File: config.mk
export PLATFORM = sky130hd
export DESIGN_NAME = spp_port_slice
export DESIGN_NICKNAME = d
export VERILOG_FILES = /design/src/shared/spp_pkg.sv /design/src/rtl/spp_bank.sv /design/src/rtl/spp_port_slice.sv
export SDC_FILE = /design/constraint.sdc
export NUM_CORES = 1
export LEC_CHECK = 0
export BUFFER_PORTS_ARGS = -buffer_cell sky130_fd_sc_hd__buf_2
export CELL_PAD_IN_SITES_DETAIL_PLACEMENT = 0
export CELL_PAD_IN_SITES_GLOBAL_PLACEMENT = 1
export CORE_UTILIZATION = 36
export CTS_CLUSTER_DIAMETER = 30
export DETAILED_ROUTE_END_ITERATION = 8
export PLACE_DENSITY = 0.94
export SYNTH_ARGS = -nofsm -noshare
export SYNTH_HDL_FRONTEND = slang
export SYNTH_SLANG_ARGS = --single-unit
export TNS_END_PERCENT = 50
File: constraint.sdc
create_clock -name mclk -period 2.2 [get_ports mclk]
set_input_delay 0.11 -clock mclk [delete_from_list [all_inputs] [get_ports mclk]]
set_output_delay 0.11 -clock mclk [all_outputs]
set_load 0.05 [all_outputs]
File: src/shared/spp_pkg.sv
// Shared constants and carrier types for the port pin slice
package spp_pkg;

  // Port widths
  localparam int unsigned SPP_SH_W   = 8;
  localparam int unsigned SPP_GEN_W  = 6;
  localparam int unsigned SPP_PREV_W = 8;

  // Alternate-function bit positions on the shared port
  localparam int unsigned SPP_TCK_BIT = 4;
  localparam int unsigned SPP_TMS_BIT = 5;
  localparam int unsigned SPP_TDO_BIT = 6;
  localparam int unsigned SPP_TDI_BIT = 7;

  // Test-pin pull-up mask (bits 7, 5 and 4)
  localparam logic [7:0] SPP_JTAG_PU_MASK = 8'hB0;
  // Shared-port bits taken from the GPIO function while the test interface is on
  localparam logic [7:0] SPP_JTAG_MASK    = 8'hF0;

  // Values after reset of the per-bit settings
  localparam logic [7:0] SPP_DATA_RST = 8'h00;
  localparam logic [7:0] SPP_DIR_RST  = 8'h00;
  localparam logic [7:0] SPP_PULL_RST = 8'h00;
  localparam logic [7:0] SPP_SYNC_RST = 8'h00;

  // Which port a settings write goes to
  typedef enum logic [1:0] {
    SPP_PORT_SHARED = 2'b00,
    SPP_PORT_GEN    = 2'b01,
    SPP_PORT_PREV   = 2'b10
  } spp_port_t;

  // Which per-bit setting a write changes
  typedef enum logic [1:0] {
    SPP_SEL_DATA = 2'b00,
    SPP_SEL_DIR  = 2'b01,
    SPP_SEL_PULL = 2'b10
  } spp_sel_t;

  // Settings write from the core
  typedef struct packed {
    logic       wr;
    spp_port_t  port;
    spp_sel_t   sel;
    logic [7:0] data;
  } spp_wr_t;

  // Pad controls for up to eight pins
  typedef struct packed {
    logic [7:0] o;
    logic [7:0] oe;
    logic [7:0] pu;
  } spp_pad_t;

  // Readback of one port
  typedef struct packed {
    logic [7:0] pin;
    logic [7:0] data;
    logic [7:0] dir;
    logic [7:0] pull;
  } spp_rd_t;

endpackage

File: src/rtl/spp_bank.sv
// One bidirectional port bank: settings, pad control and input sampling
module spp_bank
  import spp_pkg::*;
#(
  parameter int unsigned W = 8
) (
  input  wire logic         mclk,
  input  wire logic         rst,
  input  wire logic         wr_en,
  input  wire spp_sel_t     wr_sel,
  input  wire logic [W-1:0] wr_data,
  input  wire logic [W-1:0] take_mask,
  input  wire logic [W-1:0] pin_i,
  output logic      [W-1:0] pin_o,
  output logic      [W-1:0] pin_oe,
  output logic      [W-1:0] pin_pu,
  output logic      [W-1:0] pin_val,
  output logic      [W-1:0] dir_q,
  output logic      [W-1:0] pull_q
);

  logic [W-1:0] data_r;
  logic [W-1:0] dir_r;
  logic [W-1:0] pull_r;
  logic [W-1:0] sync1_r;
  logic [W-1:0] sync2_r;

  ////////////////////////////////////////////////////////////////////////////
  // Per-bit settings written by the core
  always_ff @(posedge mclk) begin
    if (rst) begin
      data_r <= SPP_DATA_RST[W-1:0];
      dir_r  <= SPP_DIR_RST[W-1:0];
      pull_r <= SPP_PULL_RST[W-1:0];
    end else if (wr_en) begin
      unique case (wr_sel)
        SPP_SEL_DATA: data_r <= wr_data;
        SPP_SEL_DIR:  dir_r  <= wr_data;   // Each bit input or output
        SPP_SEL_PULL: pull_r <= wr_data;   // Per-bit pull-up choice
        default:      data_r <= data_r;
      endcase
    end
  end

  // Two-stage sampling of the pin levels
  always_ff @(posedge mclk) begin
    if (rst) begin
      sync1_r <= SPP_SYNC_RST[W-1:0];
      sync2_r <= SPP_SYNC_RST[W-1:0];
    end else begin
      sync1_r <= pin_i;
      sync2_r <= sync1_r;
    end
  end

  ////////////////////////////////////////////////////////////////////////////
  // Pad drive; reset releases the pins without waiting for a clock edge
  assign pin_o   = data_r;
  assign pin_oe  = dir_r & ~take_mask & {W{~rst}};
  // Pull-up only on an input whose pull-up is selected
  assign pin_pu  = pull_r & ~dir_r & ~take_mask & {W{~rst}};
  assign pin_val = sync2_r;
  assign dir_q   = dir_r;
  assign pull_q  = pull_r;

endmodule

File: src/rtl/spp_port_slice.sv
// Shared, general and preceding port pin slice with converter and test functions
//
// Operation
// Shared port is 8-bit GPIO when converter unused
// Shared pins route to converter when used
// Shared port pull-up chosen per bit
// Shared pins float during reset, clock-free
// Test pull-ups stay on when test enabled
// Shared port carries the test interface pins
// General port is 6-bit, per-bit pull-ups
// General pins float during reset, clock-free
// Preceding port pins float during reset
// Reset pin held low beyond minimum pulse; this slice takes rst as given and does not stretch it
// Pull-up only on selected input pins; with the test interface on, shared bits 7, 5 and 4 are pulled up regardless
module spp_port_slice
  import spp_pkg::*;
(
  input  wire logic                  mclk,
  input  wire logic                  rst,
  input  wire spp_wr_t               cpu_wr,
  input  wire logic                  adc_en,
  input  wire logic [2:0]            adc_chan,
  input  wire logic                  jtag_en,
  input  wire logic                  jtag_tdo,
  input  wire logic                  jtag_tdo_en,
  input  wire logic [SPP_SH_W-1:0]   sh_pin_i,
  output spp_pad_t                   sh_pad,
  output logic      [SPP_SH_W-1:0]   sh_analog_sel,
  output logic                       jtag_tck,
  output logic                       jtag_tms,
  output logic                       jtag_tdi,
  input  wire logic [SPP_GEN_W-1:0]  gen_pin_i,
  output spp_pad_t                   gen_pad,
  input  wire logic [SPP_PREV_W-1:0] prev_pin_i,
  output spp_pad_t                   prev_pad,
  output spp_rd_t                    sh_rd,
  output spp_rd_t                    gen_rd,
  output spp_rd_t                    prev_rd
);

  ////////////////////////////////////////////////////////////////////////////
  // Helpers

  // Write strobe for one port
  function automatic logic port_hit(input spp_wr_t w, input spp_port_t p);
    return w.wr && (w.port == p);
  endfunction

  // One-hot select of a converter channel
  function automatic logic [7:0] chan_onehot(input logic [2:0] ch);
    logic [7:0] oh;
    oh = 8'h00;
    oh[ch] = 1'b1;
    return oh;
  endfunction

  ////////////////////////////////////////////////////////////////////////////
  // Shared port

  logic [SPP_SH_W-1:0] sh_take;
  logic [SPP_SH_W-1:0] sh_o;
  logic [SPP_SH_W-1:0] sh_oe;
  logic [SPP_SH_W-1:0] sh_pu;
  logic [SPP_SH_W-1:0] sh_val;
  logic [SPP_SH_W-1:0] sh_dir;
  logic [SPP_SH_W-1:0] sh_pull;

  // Pins claimed by the converter or the test interface leave the GPIO path
  always_comb begin
    sh_take = 8'h00;
    if (adc_en) begin
      sh_take = 8'hFF;                          // Whole port goes analog
    end
    if (jtag_en) begin
      sh_take = sh_take | SPP_JTAG_MASK;        // Test pins override
    end
  end

  spp_bank #(
    .W (SPP_SH_W)
  ) u_sh_bank (
    .mclk      (mclk),
    .rst       (rst),
    .wr_en     (port_hit(cpu_wr, SPP_PORT_SHARED)),
    .wr_sel    (cpu_wr.sel),
    .wr_data   (cpu_wr.data),
    .take_mask (sh_take),
    .pin_i     (sh_pin_i),
    .pin_o     (sh_o),
    .pin_oe    (sh_oe),
    .pin_pu    (sh_pu),
    .pin_val   (sh_val),
    .dir_q     (sh_dir),
    .pull_q    (sh_pull)
  );

  // Pad controls of the shared port with the test interface laid on top
  always_comb begin
    sh_pad.o  = sh_o;
    sh_pad.oe = sh_oe;
    sh_pad.pu = sh_pu;
    if (jtag_en) begin
      sh_pad.o[SPP_TDO_BIT]  = jtag_tdo;
      sh_pad.oe[SPP_TDO_BIT] = jtag_tdo_en & ~rst;
      // Test pull-ups hold even through reset
      sh_pad.pu = sh_pad.pu | SPP_JTAG_PU_MASK;
    end
  end

  // Converter channel switch, closed only while the converter is in use
  assign sh_analog_sel = adc_en ? chan_onehot(adc_chan) : 8'h00;

  // Test inputs go raw to the test logic, which runs on its own clock
  assign jtag_tck = jtag_en & sh_pin_i[SPP_TCK_BIT];
  assign jtag_tms = jtag_en & sh_pin_i[SPP_TMS_BIT];
  assign jtag_tdi = jtag_en & sh_pin_i[SPP_TDI_BIT];

  // Readback of the shared port
  assign sh_rd.pin  = sh_val;
  assign sh_rd.data = sh_o;
  assign sh_rd.dir  = sh_dir;
  assign sh_rd.pull = sh_pull;

  ////////////////////////////////////////////////////////////////////////////
  // General port

  logic [SPP_GEN_W-1:0] gen_o;
  logic [SPP_GEN_W-1:0] gen_oe;
  logic [SPP_GEN_W-1:0] gen_pu;
  logic [SPP_GEN_W-1:0] gen_val;
  logic [SPP_GEN_W-1:0] gen_dir;
  logic [SPP_GEN_W-1:0] gen_pull;

  spp_bank #(
    .W (SPP_GEN_W)
  ) u_gen_bank (
    .mclk      (mclk),
    .rst       (rst),
    .wr_en     (port_hit(cpu_wr, SPP_PORT_GEN)),
    .wr_sel    (cpu_wr.sel),
    .wr_data   (cpu_wr.data[SPP_GEN_W-1:0]),
    .take_mask (6'h00),
    .pin_i     (gen_pin_i),
    .pin_o     (gen_o),
    .pin_oe    (gen_oe),
    .pin_pu    (gen_pu),
    .pin_val   (gen_val),
    .dir_q     (gen_dir),
    .pull_q    (gen_pull)
  );

  // Six pins in the low bits, upper pads never driven or pulled
  assign gen_pad.o  = {2'h0, gen_o};
  assign gen_pad.oe = {2'h0, gen_oe};
  assign gen_pad.pu = {2'h0, gen_pu};

  // Readback of the general port
  assign gen_rd.pin  = {2'h0, gen_val};
  assign gen_rd.data = {2'h0, gen_o};
  assign gen_rd.dir  = {2'h0, gen_dir};
  assign gen_rd.pull = {2'h0, gen_pull};

  ////////////////////////////////////////////////////////////////////////////
  // Preceding port

  logic [SPP_PREV_W-1:0] prev_o;
  logic [SPP_PREV_W-1:0] prev_oe;
  logic [SPP_PREV_W-1:0] prev_pu;
  logic [SPP_PREV_W-1:0] prev_val;
  logic [SPP_PREV_W-1:0] prev_dir;
  logic [SPP_PREV_W-1:0] prev_pull;

  spp_bank #(
    .W (SPP_PREV_W)
  ) u_prev_bank (
    .mclk      (mclk),
    .rst       (rst),
    .wr_en     (port_hit(cpu_wr, SPP_PORT_PREV)),
    .wr_sel    (cpu_wr.sel),
    .wr_data   (cpu_wr.data),
    .take_mask (8'h00),
    .pin_i     (prev_pin_i),
    .pin_o     (prev_o),
    .pin_oe    (prev_oe),
    .pin_pu    (prev_pu),
    .pin_val   (prev_val),
    .dir_q     (prev_dir),
    .pull_q    (prev_pull)
  );

  // Pad controls, released by reset inside the bank
  assign prev_pad.o  = prev_o;
  assign prev_pad.oe = prev_oe;
  assign prev_pad.pu = prev_pu;

  // Readback of the preceding port
  assign prev_rd.pin  = prev_val;
  assign prev_rd.data = prev_o;
  assign prev_rd.dir  = prev_dir;
  assign prev_rd.pull = prev_pull;

endmodule

==> results of run 1 <==
[kinds of logic (layout without fill, tap and decap cells)]
group,count (synthesis),count (layout),synth area share [%]
simple gates,178,178,25.1
other cells,1,15,0.0841
mux,46,46,10.4
compound gates,46,46,6.20
flops,110,110,49.4
buf+inv,67,253,8.84
[registers in the layout, indices dropped and copies added (netlist names)]
name	count
u_sh_bank.sync1_r	8
u_sh_bank.pin_val	8
u_sh_bank.dir_q	8
u_prev_bank.pin_val	8
u_sh_bank.pin_o	8
u_gen_bank.dir_q	6
u_prev_bank.sync1_r	8
u_gen_bank.sync1_r	6
u_gen_bank.pin_o	6
u_prev_bank.pin_o	8
u_gen_bank.pin_val	6
u_gen_bank.pull_q	6
u_prev_bank.dir_q	8
u_prev_bank.pull_q	8
u_sh_bank.pull_q	8
[metrics by stage]
step | hold WS (ns) | setup WS [ns] | cells | utilization, % | power (mW)
global placement | 0.320 | 0.719 | 777 | 44.9 | 2.63
floorplan | 0.238 | 0.239 | 461 | - | 2.52
finish | 0.171 | 0.572 | 816 | 49.3 | 4.33
global route | 0.188 | 0.487 | 816 | 49.3 | 4.49
detailed placement | 0.326 | 0.702 | 777 | 44.9 | 2.64
CTS | 0.167 | 0.575 | 815 | 49.3 | 4.36
[cells in the final DEF, fill, tap and decap left out, drive strengths merged, types with 6 or more instances in the layout]
cell type / instances
and2: 7
buf: 212
clkbuf: 9
conb: 14
dfxtp: 110
dlygate4sd3: 22
inv: 7
mux2i: 45
nand2b: 59
nor2: 17
nor2b: 66
nor3: 6
nor3b: 13
o21ai: 28
o31ai: 14
[power by group]
part / switching (mW) / internal, mW / total [mW]
clock: 0.795 / 0.914 / 1.71
combinational: 0.400 / 0.157 / 0.557
sequential: 0.0212 / 2.04 / 2.06
total: 1.22 / 3.11 / 4.33
[worst paths after layout]
path | start | end | slack [ns] | cells after the start
worst max-delay path | u_sh_bank.dir_q[6] | sh_pad[14] | 0.57 | 4
worst min-delay path | rst | u_sh_bank.pin_val[2] | 0.17 | 2
worst max register to register | u_prev_bank.dir_q[5] | u_prev_bank.dir_q[5] | 1.32 | 3
worst min register to register | u_sh_bank.sync1_r[7] | u_sh_bank.pin_val[7] | 0.43 | 1
[layout make-up]
type,instances,area (um^2)
fillers,1121,6110
flip-flops and latches,110,2200
multi-input cells,284,1920
repair buffers,234,1290
clock buffers,9,225
well taps,168,210
clock inverters,7,88.8
inverters,3,11.3
diodes,1,2.50
[critical path, delay by kind of cell, from the launching register on]
| family | cells | cell delay [ns] |
|---|---|---|
| DFF | 1 | 0.44 |
| and+or+nand+nor | 2 | 0.37 |
| buffers and inverters | 1 | 0.29 |
| AOI/OAI and AO/OA | 1 | 0.06 |
[layer usage]
metal	global-route usage, %	vias up
met2	31.6	138
met1	23.1	1780
li1	-	1809
met3	3.48	26
met4	7.46	0
met5	0	-
==> impl_metrics.tcl, run 1 <==
set metrics [dict create \
    fin_crit_ns 1.63 \
    grt_pass1_vias 3471 \
    rsz0062_at_grt "false" \
    endpoint_kind "output port" \
    gp_congestion 0.762 \
    vias 3753 \
    fin_area_um2 5950 \
    synthArstFlopShare_pct 0 \
    htree_levels 3 \
    dieArea_um2 12800 \
    hpwlAfterDp_um 8590 \
    grt_pass1_wl_um 18300 \
    placement.cell_area_um2 5420 \
    vias_per_cell 4.60 \
    ys_top_cells_by_count "dfxtp_1, nor2b_1, nand2b_1" \
    dr_wl_met3_um 508 \
    finalCritPeriodShare_pct 74.0 \
    core_region_area_um2 12100 \
    maxSlewViolCount 0 \
    cp_max_fo 4 \
    slew_headroom_pct 49.3 \
    fin_nets 686 \
    holdBufCountCts 22 \
    power.density_nw_per_um2 727 \
    routed.top_layer "met4" \
    synthesis.area_um2 4460 \
    synth_top_area_share_pct 49.4 \
    synth_cell_types 30 \
    routed-wl-met2_um 5860 \
    syn_avg_cell_area_um2 9.95 \
    row_count 40 \
    grt_overflow 0 \
    grt.total_usage_pct 18.6 \
    startpoint_type "register" \
    path_clk_slew_ns 0.08 \
    antenna_found_initial 1 \
    fmax_mhz 614 \
    synth_area_leader_cell "dfxtp_1" \
    synth_edf_count 0 \
    fin_setup_tns_ns 0 \
    cts_setup_buffers 0 \
    die_h_um 113 \
    cp_cell_sequence "nor3b_1 -> a21oi_1 -> nor2_1 -> buf_2" \
    synthToLayoutAreaGrowth_pct 33.5 \
    synthCells 448 \
    yosysMostFrequentCell "dfxtp_1" \
    synth_area_leaders "dfxtp_1, mux2i_1, nor2b_1, nand2b_1, buf_4" \
    ys_seq_area_share_pct 49.4 \
    worst_ep_required_time_ns 2.09 \
    io_pins 223 \
    worstPathArrival_ns 1.52 \
    drt_iter0_drc 203 \
    drc 0 \
    cts_resized 0 \
    yosysWarnings 0 \
    layout-drive-gt1-share_pct 37.1 \
    critPathSlowestCell "dfxtp_1" \
    cap_violations 0 \
    wl_um 12200 \
    grt_max_degree 51 \
    fin_skew_ns 0.00426 \
    clock-sinks 110 \
    crit_path_max_incr_delay_ns 0.44 \
    worst_pin_slew_ns 0.760 \
    cts.path.max_buffers 2 \
    cts_inserted_buffers 9 \
    cts_tree "built" \
    peakVddDrop_mv 0.350 \
    avgRoutedWirePerCell_um 14.9 \
    synth_seq_cells 110 \
    clk_latency_ns 0.35 \
    critical_path_class "register to output port" \
    ant_nets 0 \
    met1Wirelength_um 5440 \
    setup_violations 0 \
    hold_violations 0 \
    cts-root-buf "clkbuf_16" \
    status "completed" \
    io_buffers 208 \
    drtPass1Iterations 4 \
    die_x_um 113 \
    synthFlopType "dfxtp_1" \
    hold_class "input pin to register" \
    leakage_nw 3.03 \
    start_util_pct 37.0 \
]
Power figures use the tool's default switching activity.
==> run 2, diff against run 1 <==
--- a/config.mk
+++ b/config.mk
@@ -8,10 +8,10 @@
 export BUFFER_PORTS_ARGS = -buffer_cell sky130_fd_sc_hd__buf_2
 export CELL_PAD_IN_SITES_DETAIL_PLACEMENT = 0
 export CELL_PAD_IN_SITES_GLOBAL_PLACEMENT = 1
-export CORE_UTILIZATION = 36
+export CORE_UTILIZATION = 30
 export CTS_CLUSTER_DIAMETER = 30
 export DETAILED_ROUTE_END_ITERATION = 8
-export PLACE_DENSITY = 0.94
+export PLACE_DENSITY = 0.84
 export SYNTH_ARGS = -nofsm -noshare
 export SYNTH_HDL_FRONTEND = slang
 export SYNTH_SLANG_ARGS = --single-unit
==> constraint.sdc (replaced) <==
create_clock -name mclk -period 1.4 [get_ports mclk]
set_input_delay 0.07 -clock mclk [delete_from_list [all_inputs] [get_ports mclk]]
set_output_delay 0.07 -clock mclk [all_outputs]
set_load 0.05 [all_outputs]
==> run 2 against run 1 <==
Worst setup slack lost 0.52 ns; sequential cell count is the same; clock skew shrank 0.0016 ns; combinational power grew 67%; global-route usage shrank 2.9 points; largest cell class unchanged; die area grew 20%; clock-buffer cell count is the same; critical path depth shrank 2; utilization shrank 5.9 points; register-to-register slack lost 0.71 ns; clock power grew 54%.
==> impl_metrics.tcl, run 2 (synthesis gave the netlist of run 1 again) <==
set metrics [dict create \
    status "completed" \
    vias_per_cell 4.44 \
    fillCellCount 1418 \
    dp_worst_setup_slack_ns 0.0833 \
    layout-drive-gt1-share_pct 43.3 \
    cap_violations 0 \
    row_count 44 \
    pwr-share-seq_pct 47.7 \
    synthToLayoutAreaGrowth_pct 41.6 \
    cp_max_fo 4 \
    pwr-share-clk_pct 38.6 \
    critPathSlowestCell "dfxtp_2" \
    vias 3728 \
    peakVddDrop_mv 0.511 \
    startpoint_type "register" \
    die_x_um 124 \
    dieArea_um2 15400 \
    p_sw_share_pct 26.0 \
    grt_pass1_vias 3365 \
    holdWs_ns 0.118 \
    slew_headroom_pct 64.8 \
    htree_levels 3 \
    clock-sinks 110 \
    combPwrFrac_pct 13.7 \
    worstPathArrival_ns 1.28 \
    worst_ep_required_time_ns 1.33 \
    power.internal_mw 5.03 \
    wl_um 12400 \
    endpoint_kind "output port" \
    antenna_found_initial 0 \
    die_h_um 124 \
    io_buffers 208 \
    io_pins 223 \
    critical_path_class "register to output port" \
    finalCritPeriodShare_pct 96.5 \
    fin_skew_ns 0.00265 \
    hold_class "input pin to register" \
    fmax_mhz 740 \
    cts-root-buf "clkbuf_16" \
    power.density_nw_per_um2 1080 \
    cts.path.max_buffers 2 \
    clk_latency_ns 0.34 \
    final_cell_mix "buf_2, dfxtp_1, nand2b_1" \
    ant_nets 0 \
    grt_pass1_wl_um 17900 \
    crit_path_max_incr_delay_ns 0.34 \
    cts_tree "built" \
    grt_max_degree 48 \
    layout_setup_ws_ns 0.0487 \
    final_common_cell "buf_2" \
    start_util_pct 30.7 \
    cp.buffers_inverters 1 \
    placement.cell_area_um2 5760 \
    drt_iter0_drc 170 \
    hpwlAfterDp_um 9110 \
    hold_violations 0 \
    core_region_area_um2 14500 \
    fin_crit_ns 1.35 \
    cp_top_family "flip-flops" \
    gp_congestion 0.760 \
    leakage_nw 3.11 \
    diodes 0 \
    cts_inserted_buffers 9 \
    cp_cell_sequence "nor4b_2 -> buf_2" \
    grt.total_usage_pct 15.7 \
    maxSlewViolCount 0 \
    p_switching_mw 1.77 \
    fin_nets 698 \
    drtPass1Iterations 4 \
    path_clk_slew_ns 0.06 \
    avgRoutedWirePerCell_um 14.8 \
    setup_violations 0 \
    fin_area_um2 6310 \
    drc 0 \
    grt_overflow 0 \
    rsz0062_at_grt "true" \
    worst_pin_slew_ns 0.527 \
]
[run 2: cell types whose count changed in the layout (fill, tap and decap cells not counted), sizes merged]
cell	before	now
dlygate4sd3	22	24
inv	7	3
buf	212	222
diode	1	0
clkinv	1	0
bufinv	1	2
clkinvlp	1	2
[run 2: power by group through the flow]
stage | logic [mW] | registers (mW) | clock network (mW)
final | 0.931 | 3.25 | 2.63
after global routing | 0.993 | 3.25 | 2.83
after CTS | 0.939 | 3.25 | 2.70
after detailed placement | 0.884 | 3.32 | 0
after global placement | 0.875 | 3.31 | 0
after floorplan | 0.500 | 3.48 | 0
[run 2: layout make-up]
type                    instances  area (um^2)  share of cell area [%]
inverters                       3         11.3                   0.178
flip-flops and latches        110         2210                    35.0
repair buffers                246         1430                    22.7
multi-input cells             284         2130                    33.7
clock inverters                 4         75.1                    1.19
clock buffers                   9          225                    3.57
well taps                     184          230                    3.65
[run 2: layer usage]
metal,GRT usage (%),share of wire (%)
met1,19.2,43
met2,27.6,49
met3,2.01,5.0
met4,6.55,2.3
met5,0,0
[run 2: worst min-delay path, stage by stage]
cell      delay, ns
buf_4          0.16
nand2b_1       0.12
mux2i_1        0.06
[run 2: what timing repair did]
action,CTS,global route
endpoints found under the hold margin,23,0
resized for setup,4,1
hold buffers,24,0
buffers inserted,0,0
endpoints found under the setup margin,2,1
[run 2: per-stage QoR]
step	power [mW]	setup TNS (ns)	std cells	util [%]
after floorplan	3.99	-2.11	461	-
after global placement	4.19	0	803	39.6
after detailed placement	4.20	0	803	39.6
after CTS	6.88	0	840	43.4
after global routing	7.07	0	840	43.4
final	6.80	0	840	43.4
[run 2: path summary, 6_finish.rpt]
| check | start | to | cells after the start | slack, ns |
|---|---|---|---|---|
| setup reg to reg | u_prev_bank.dir_q[0] | u_prev_bank.dir_q[0] | 3 | 0.61 |
| hold reg to reg | u_sh_bank.sync1_r[7] | u_sh_bank.pin_val[7] | 1 | 0.43 |
| hold / removal | rst | u_sh_bank.dir_q[6] | 3 | 0.12 |
| setup / recovery | u_sh_bank.dir_q[6] | sh_pad[6] | 2 | 0.05 |
